**config.mk**
```make
export PLATFORM = sky130hd
export DESIGN_NAME = blr_top
export DESIGN_NICKNAME = d
export VERILOG_FILES = /design/src/rtl/blr_pkg.sv /design/src/rtl/blr_top.sv /design/src/rtl/blr_sync2.sv /design/src/rtl/blr_section_guard.sv
export SDC_FILE = /design/constraint.sdc
export NUM_CORES = 1
export LEC_CHECK = 0
export BUFFER_PORTS_ARGS = -buffer_cell sky130_fd_sc_hd__buf_2
export CORE_MARGIN = 2
export CORE_UTILIZATION = 41
export CTS_CLUSTER_SIZE = 8
export DETAILED_ROUTE_END_ITERATION = 6
export PLACE_DENSITY = 0.88
export SKIP_LAST_GASP = 1
export SYNTH_ARGS = -nofsm -noshare
export SYNTH_HDL_FRONTEND = slang
export SYNTH_HIERARCHICAL = 1
export SYNTH_SLANG_ARGS = --single-unit
```
**constraint.sdc**
```tcl
create_clock -name sys_clk -period 2.39 [get_ports sys_clk]
set_clock_uncertainty 0.2 [all_clocks]
set_input_delay 0.239 -clock sys_clk [delete_from_list [all_inputs] [get_ports sys_clk]]
set_output_delay 0.239 -clock sys_clk [all_outputs]
set_load 0.02 [all_outputs]
```
**src/rtl/blr_pkg.sv**
```systemverilog
// Package holding constants, register map and carrier types of the boot lock block.
package blr_pkg;
	localparam int ADDR_W = 16;
	localparam int APB_AW = 8;
	localparam logic [APB_AW-1:0] OFF_LOCK = 8'h00;
	localparam logic [APB_AW-1:0] OFF_FUSE = 8'h04;
	localparam logic [APB_AW-1:0] OFF_STATUS = 8'h08;
	localparam logic [APB_AW-1:0] OFF_VECTOR = 8'h0C;
	localparam int LK_APP_WRITE = 0;
	localparam int LK_APP_READ = 1;
	localparam int LK_BOOT_WRITE = 2;
	localparam int LK_BOOT_READ = 3;
	localparam int FU_BOOT_RESET = 0;
	localparam int FU_HW_BOOT_EN = 1;
	localparam int FU_PIN_SEEN = 2;
	localparam int ST_VEC_BOOT = 0;
	localparam int ST_STORE_DENIED = 1;
	localparam int ST_LOAD_DENIED = 2;
	localparam int ST_IRQ_MASKED = 3;
	localparam int ST_VEC_VALID = 4;
	localparam logic [3:0] LOCK_UNPROGRAMMED = 4'hF;
	localparam logic [ADDR_W-1:0] APP_RESET_VECTOR = 16'h0000;
	localparam logic [31:0] PRDATA_RESET = 32'h0000_0000;

	typedef struct packed {
		logic valid;
		logic store;
		logic [ADDR_W-1:0] target;
		logic [ADDR_W-1:0] pc;
	} blr_acc_req_t;

	typedef struct packed {
		logic done;
		logic grant;
		logic denied;
	} blr_acc_rsp_t;

	typedef struct packed {
		logic lock_we;
		logic [3:0] lock_data;
		logic chip_erase;
	} blr_prog_t;

	typedef struct packed {
		logic boot_reset_fuse;
		logic hw_boot_enable_fuse;
	} blr_fuse_t;

	typedef struct packed {
		logic [3:0] lock;
		logic store_denied;
		logic load_denied;
		logic vec_boot;
		logic vec_valid;
		logic pin_seen;
		logic [ADDR_W-1:0] vector;
		blr_acc_rsp_t rsp;
		logic irq_mask;
		logic pready;
		logic pslverr;
		logic [31:0] prdata;
	} blr_state_t;

	localparam blr_state_t STATE_RESET = '{
		lock: LOCK_UNPROGRAMMED,
		store_denied: 1'b0,
		load_denied: 1'b0,
		vec_boot: 1'b0,
		vec_valid: 1'b0,
		pin_seen: 1'b1,
		vector: APP_RESET_VECTOR,
		rsp: '{done: 1'b0, grant: 1'b0, denied: 1'b0},
		irq_mask: 1'b0,
		pready: 1'b0,
		pslverr: 1'b0,
		prdata: PRDATA_RESET
	};
endpackage

```
**src/rtl/blr_top.sv**
```systemverilog
// Boot lock checker, lock and fuse registers on APB, and reset vector selection.
//
// Chosen here: the APB interface to the registers and the address map.
module blr_top (
	input wire logic sys_clk,
	input wire logic srst,
	input wire logic psel,
	input wire logic penable,
	input wire logic pwrite,
	input wire logic [blr_pkg::APB_AW-1:0] paddr,
	input wire logic [31:0] pwdata,
	output logic [31:0] prdata,
	output logic pready,
	output logic pslverr,
	input wire blr_pkg::blr_acc_req_t acc_req,
	output blr_pkg::blr_acc_rsp_t acc_rsp,
	input wire logic vectors_in_boot,
	output logic irq_mask,
	input wire logic [blr_pkg::ADDR_W-1:0] boot_start_addr,
	input wire blr_pkg::blr_fuse_t fuses,
	input wire blr_pkg::blr_prog_t ext_prog,
	input wire logic hw_boot_pin,
	output logic [blr_pkg::ADDR_W-1:0] reset_vector,
	output logic reset_vector_valid
);
	blr_pkg::blr_state_t st;
	blr_pkg::blr_state_t next_st;
	logic pin_level;
	logic tgt_app;
	logic exe_app;
	logic pc_app;
	logic app_wr_blk;
	logic app_rd_blk;
	logic app_irq_blk;
	logic boot_wr_blk;
	logic boot_rd_blk;
	logic boot_irq_blk;
	logic store_ok;
	logic load_ok;
	logic take_boot;
	logic apb_access;
	logic apb_write;
	logic mapped;
	logic [31:0] rd_word;

	blr_sync2 u_pin_sync (
		.sys_clk(sys_clk),
		.async_in(hw_boot_pin),
		.sync_out(pin_level)
	);

	// The boundary comes from outside because the section size choice lives elsewhere.
	assign tgt_app = acc_req.target < boot_start_addr;
	assign exe_app = acc_req.pc < boot_start_addr;
	assign pc_app = acc_req.pc < boot_start_addr;

	blr_section_guard u_app_guard (
		.write_lock_bit(st.lock[blr_pkg::LK_APP_WRITE]),
		.read_lock_bit(st.lock[blr_pkg::LK_APP_READ]),
		.target_here(tgt_app),
		.exec_here(exe_app),
		.vectors_elsewhere(vectors_in_boot),
		.write_block(app_wr_blk),
		.read_block(app_rd_blk),
		.irq_block(app_irq_blk)
	);

	blr_section_guard u_boot_guard (
		.write_lock_bit(st.lock[blr_pkg::LK_BOOT_WRITE]),
		.read_lock_bit(st.lock[blr_pkg::LK_BOOT_READ]),
		.target_here(~tgt_app),
		.exec_here(~exe_app),
		.vectors_elsewhere(~vectors_in_boot),
		.write_block(boot_wr_blk),
		.read_block(boot_rd_blk),
		.irq_block(boot_irq_blk)
	);

	// The general lock modes are not inputs here at all, so they cannot gate anything.
	assign store_ok = ~pc_app & ~app_wr_blk & ~boot_wr_blk;
	assign load_ok = ~app_rd_blk & ~boot_rd_blk;

	// The programmed boot reset fuse, or a low pin when its enable fuse is programmed, picks boot.
	assign take_boot = ~fuses.boot_reset_fuse | (~fuses.hw_boot_enable_fuse & ~pin_level);

	assign apb_access = psel & penable;
	assign apb_write = apb_access & pwrite & st.pready;
	assign mapped = (paddr == blr_pkg::OFF_LOCK) | (paddr == blr_pkg::OFF_FUSE) |
		(paddr == blr_pkg::OFF_STATUS) | (paddr == blr_pkg::OFF_VECTOR);

	always_comb begin
		rd_word = 32'h0000_0000;
		case (paddr)
			blr_pkg::OFF_LOCK: begin
				rd_word[3:0] = st.lock;
			end
			blr_pkg::OFF_FUSE: begin
				rd_word[blr_pkg::FU_BOOT_RESET] = fuses.boot_reset_fuse;
				rd_word[blr_pkg::FU_HW_BOOT_EN] = fuses.hw_boot_enable_fuse;
				rd_word[blr_pkg::FU_PIN_SEEN] = st.pin_seen;
			end
			blr_pkg::OFF_STATUS: begin
				rd_word[blr_pkg::ST_VEC_BOOT] = st.vec_boot;
				rd_word[blr_pkg::ST_STORE_DENIED] = st.store_denied;
				rd_word[blr_pkg::ST_LOAD_DENIED] = st.load_denied;
				rd_word[blr_pkg::ST_IRQ_MASKED] = st.irq_mask;
				rd_word[blr_pkg::ST_VEC_VALID] = st.vec_valid;
			end
			blr_pkg::OFF_VECTOR: begin
				rd_word[blr_pkg::ADDR_W-1:0] = st.vector;
			end
			default: begin
				rd_word = 32'h0000_0000;
			end
		endcase
	end

	always_comb begin
		next_st = st;
		next_st.pready = 1'b0;
		next_st.pslverr = 1'b0;
		// One wait state keeps every APB output straight from a flop.
		if (apb_access & ~st.pready) begin
			next_st.pready = 1'b1;
			next_st.pslverr = ~mapped;
			next_st.prdata = pwrite ? st.prdata : rd_word;
		end
		// Software may only program lock bits; writing a one never unprograms.
		if (apb_write & (paddr == blr_pkg::OFF_LOCK)) begin
			next_st.lock = st.lock & pwdata[3:0];
		end
		// Fuse register writes are dropped: no path from the bus reaches a fuse.
		if (apb_write & (paddr == blr_pkg::OFF_STATUS)) begin
			if (pwdata[blr_pkg::ST_STORE_DENIED]) begin
				next_st.store_denied = 1'b0;
			end
			if (pwdata[blr_pkg::ST_LOAD_DENIED]) begin
				next_st.load_denied = 1'b0;
			end
		end
		if (ext_prog.lock_we) begin
			next_st.lock = next_st.lock & ext_prog.lock_data;
		end
		// Erase wins over a programming attempt in the same cycle.
		if (ext_prog.chip_erase) begin
			next_st.lock = blr_pkg::LOCK_UNPROGRAMMED;
		end
		next_st.rsp.done = acc_req.valid;
		next_st.rsp.grant = acc_req.valid & (acc_req.store ? store_ok : load_ok);
		next_st.rsp.denied = acc_req.valid & (acc_req.store ? ~store_ok : ~load_ok);
		// A denial in the clearing cycle still sets the flag, so no event is lost.
		if (acc_req.valid & acc_req.store & ~store_ok) begin
			next_st.store_denied = 1'b1;
		end
		if (acc_req.valid & ~acc_req.store & ~load_ok) begin
			next_st.load_denied = 1'b1;
		end
		next_st.irq_mask = app_irq_blk | boot_irq_blk;
		// The first clocked cycle after reset release catches the pin and fuses once.
		if (~st.vec_valid) begin
			next_st.vec_valid = 1'b1;
			next_st.pin_seen = pin_level;
			next_st.vec_boot = take_boot;
			next_st.vector = take_boot ? boot_start_addr : blr_pkg::APP_RESET_VECTOR;
		end
	end

	// Lock bits return to unprogrammed on reset as well, since no storage survives here.
	always_ff @(posedge sys_clk) begin
		if (srst) begin
			st <= blr_pkg::STATE_RESET;
		end else begin
			st <= next_st;
		end
	end

	assign prdata = st.prdata;
	assign pready = st.pready;
	assign pslverr = st.pslverr;
	assign acc_rsp = st.rsp;
	assign irq_mask = st.irq_mask;
	assign reset_vector = st.vector;
	assign reset_vector_valid = st.vec_valid;
endmodule

```
**src/rtl/blr_sync2.sv**
```systemverilog
// Two-stage synchroniser for a level arriving from a device pin.
module blr_sync2 (
	input wire logic sys_clk,
	input wire logic async_in,
	output logic sync_out
);
	typedef struct packed {
		logic meta;
		logic stable;
	} blr_sync_t;

	blr_sync_t st;
	blr_sync_t next_st;

	// No reset here on purpose, so the pin level is already valid when reset ends.
	always_comb begin
		next_st.meta = async_in;
		next_st.stable = st.meta;
	end

	always_ff @(posedge sys_clk) begin
		st <= next_st;
	end

	assign sync_out = st.stable;
endmodule

```
**src/rtl/blr_section_guard.sv**
```systemverilog
// Protection decision for one flash section from its two lock bits.
module blr_section_guard (
	input wire logic write_lock_bit,
	input wire logic read_lock_bit,
	input wire logic target_here,
	input wire logic exec_here,
	input wire logic vectors_elsewhere,
	output logic write_block,
	output logic read_block,
	output logic irq_block
);
	// A lock bit at zero is programmed and at one is unprogrammed.
	// With both bits at one nothing below blocks anything.
	always_comb begin
		write_block = target_here & ~write_lock_bit;
		read_block = target_here & ~exec_here & ~read_lock_bit;
		irq_block = exec_here & vectors_elsewhere & ~read_lock_bit;
	end
endmodule

```
==> results.cfg <==
[yosys]
synth_flop_cell = dfxtp_1
yosys_warnings = 6
ys_seq_area_frac = 0.3213
async_flop_share = 0
synth.top_cell.area_share = 0.3213
synthTopCellsByArea = dfxtp_1, buf_4, ha_1
yosys.area.top_type = dfxtp_1
synthCells = 330
syn_avg_cell_area_sq_um = 9.251
syn_area_sq_mm = 0.003053
ys_seq_elements = 49
synth.distinct_cells = 45
synth-edff-count = 0

[layout]
regArea_sq_um = 980.9
fin_area_sq_mm = 0.003766
diodes = 0
fill_cells = 691
nNetsFinal = 574
drive_gt1_frac = 0.4477
multiInputGateArea_sq_mm = 0.001624
syn2layout_area_growth_pct = 23.36

[worst_setup_path]
cp_slowest_cell = or3_4
worstPathArrival_ps = 2300
path_cells = buf_2 > inv_1 > ha_1 > a21o_1 > a211oi_2 > a311oi_2 > or3_4 > nor2b_1 > a311oi_1 > buf_4 > a31o_2
cp_max_fo = 3
critPathKind = input pin to flop
cp-end-kind = flop
critPathBufInv = 3
max_stage_delay_ps = 350
crit_family = compound AO/OA/AOI/OAI gates
start_kind = input pin
crit_required_ps = 2440
path_depth = 11
reg2regPathDepth = 4

[drt]
post_drt_via_cell_ratio = 4.933
drtPass1Iterations = 4
totalWireLength_um = 7592
via_count = 2659
wire_per_inst_um = 14.09
drtIter0Drc = 155
drc = 0
ant_nets = 0

[global_route]
track_usage = 0.1834
antenna_found_initial = 0
grt_start_max_net_pins = 24
grt_pass1_wl_um = 12240
grt_pass1_vias = 2682
overflow = 0

[power_and_ir_drop]
p_per_area_mw_per_mm2 = 502.6
irDropWorstVdd_mv = 0.2418
p_leak_uw = 0.001855

[timing]
finalHoldViolCount = 0
min_period_ps = 2248
setup_viol_count_final = 0
drv_slew = 0
relSlewSlack = 0.5109
fin_tns_setup_ps = 0
period_share = 0.9406
tightestPinTransition_ps = 733.6
fmax_mhz = 444.8

[floorplanning]
row_count = 31
die_w_um = 90.29
fp.dieH_um = 90.29
start_util = 0.4232
coreArea_sq_mm = 0.007214
io_pins = 160
die_area_sq_mm = 0.008152

[clock_network]
cts_tree = yes
clock_latency_ps = 300
clock-sinks = 49
cts-root-buf = clkbuf_8
clockBufferDepth = 2
cts.htree.levels = 2
cts_buffers = 5
clk_pin_slew_ps = 90

[placement]
post_dp_cell_area_sq_mm = 0.003552
gp_congestion = 0.8492
hpwl_um = 6299
io_buffers = 115

[run]
maxCapViolCount = 0

[worst_hold_path]
holdCritPathClass = input pin to flop
holdPathStages = 3

[run_status]
status = completed
[cell usage in the layout (no fill, tap or decap), types with 2 or more instances in the layout]
cell type	netlist	final
dfxtp_1	49	49
and3b_1	3	3
nor2_1	34	33
conb_1	1	16
nand2_1	13	13
a211oi_2	0	2
buf_2	0	115
dlygate4sd3_1	0	3
nand3_1	4	3
o221ai_1	4	4
nor3_1	6	4
ha_1	30	30
a21oi_1	10	10
o21a_1	3	3
mux4_2	3	3
a21o_1	2	2
a22oi_1	21	21
nor2_2	10	11
inv_1	19	19
a22oi_2	10	10
nor3_2	0	2
mux2i_1	3	3
clkbuf_8	1	6
o21ai_0	9	8
buf_4	51	32
nor3b_2	2	3
nor2b_1	3	3
nand4_1	6	6
[area by class of cell]
class,instances,area share
inverters,19,0.01894
well taps,99,0.03289
flip-flops and latches,49,0.2605
repair buffers,150,0.2246
clock buffers,6,0.02193
clock inverters,2,0.009967
multi-input cells,214,0.4312
[repair_timing]
item	in CTS	in global routing
hold buffers	3	0
setup endpoints to repair	0	4
endpoints found under the hold margin	6	0
gates resized for setup	0	12
setup buffers	0	1
[worst paths after layout]
kind / from / end / slack (ps)
min reg2reg: u_pin_sync/next_st[0]$_DFF_P_ / u_pin_sync/sync_out$_DFF_P_ / 150
min: boot_start_addr[8] / reset_vector[8]$_SDFFE_PP0N_ / 6
max: boot_start_addr[5] / acc_rsp[1]$_SDFF_PP0_ / 140
max reg2reg: pready$_SDFF_PP0_ / prdata[4]$_SDFFE_PP0P_ / 660
[where the power goes]
group          internal [uW]  switching (uW)  leakage (uW)
clock                    341             281     0.0000574
combinational            190             218       0.00140
sequential               842            21.2      0.000400
total                   1370             520       0.00185
[state kept, by name, indices dropped and copies added (netlist names)]
name,count
prdata,16
pready,1
irq_mask,1
pslverr,1
u_pin_sync/next_st,1
st,8
u_pin_sync/sync_out,1
reset_vector_valid,1
reset_vector,16
acc_rsp,3
[metal layers]
metal  vias to the layer above  part of all wire  global-route usage
met5                         -                 0                   0
met4                         0             0.034             0.07949
met3                        22             0.045             0.02421
met2                        95              0.52              0.3264
met1                      1220              0.40              0.2210
li1                       1322                 -                   -
[metrics by stage]
step / hold WS [ps] / total power, uW / setup slack, ps / util / cells
final: 5.604 / 1893 / 141.9 / 0.5220 / 539
after global routing: 18.05 / 1975 / -7.148 / 0.5220 / 539
after CTS: 5.420 / 1883 / 81.50 / 0.5132 / 538
after detailed placement: 117.9 / 1270 / -234.3 / 0.4924 / 527
after global placement: 114.2 / 1254 / -162.0 / 0.4924 / 527
after floorplan: 66.72 / 1137 / 119.9 / - / 345
[tightest hold or removal path, stage by stage]
cell	delay, ps
buf_2	90
a22oi_1	50
nor2_1	80
[kinds of logic (layout without fill, tap and decap cells)]
| family | count (synthesis) | count (layout) | synth area share |
|---|---|---|---|
| mux | 6 | 6 | 0.03197 |
| simple gates | 93 | 93 | 0.1644 |
| fa+ha+maj | 30 | 30 | 0.1230 |
| buf+inv | 82 | 177 | 0.1836 |
| flops | 49 | 49 | 0.3213 |
| other cells | 1 | 16 | 0.001228 |
| compound gates | 69 | 69 | 0.1746 |
[synth_stat cells (2+ instances only)]
cell type	count
buf_4	51
dfxtp_1	49
nor2_1	34
ha_1	30
a22oi_1	21
inv_1	19
nand2_1	13
a21oi_1	10
a22oi_2	10
nor2_2	10
o21ai_0	9
nand4_1	6
nor3_1	6
clkbuf_1	5
buf_6	4
nand3_1	4
o221ai_1	4
a211oi_1	3
and3b_1	3
mux2i_1	3
mux4_2	3
nor2b_1	3
o21a_1	3
a21o_1	2
a311oi_1	2
nor3b_1	2
nor3b_2	2
or3_1	2
Note: power is estimated with default switching activity, not from simulation.
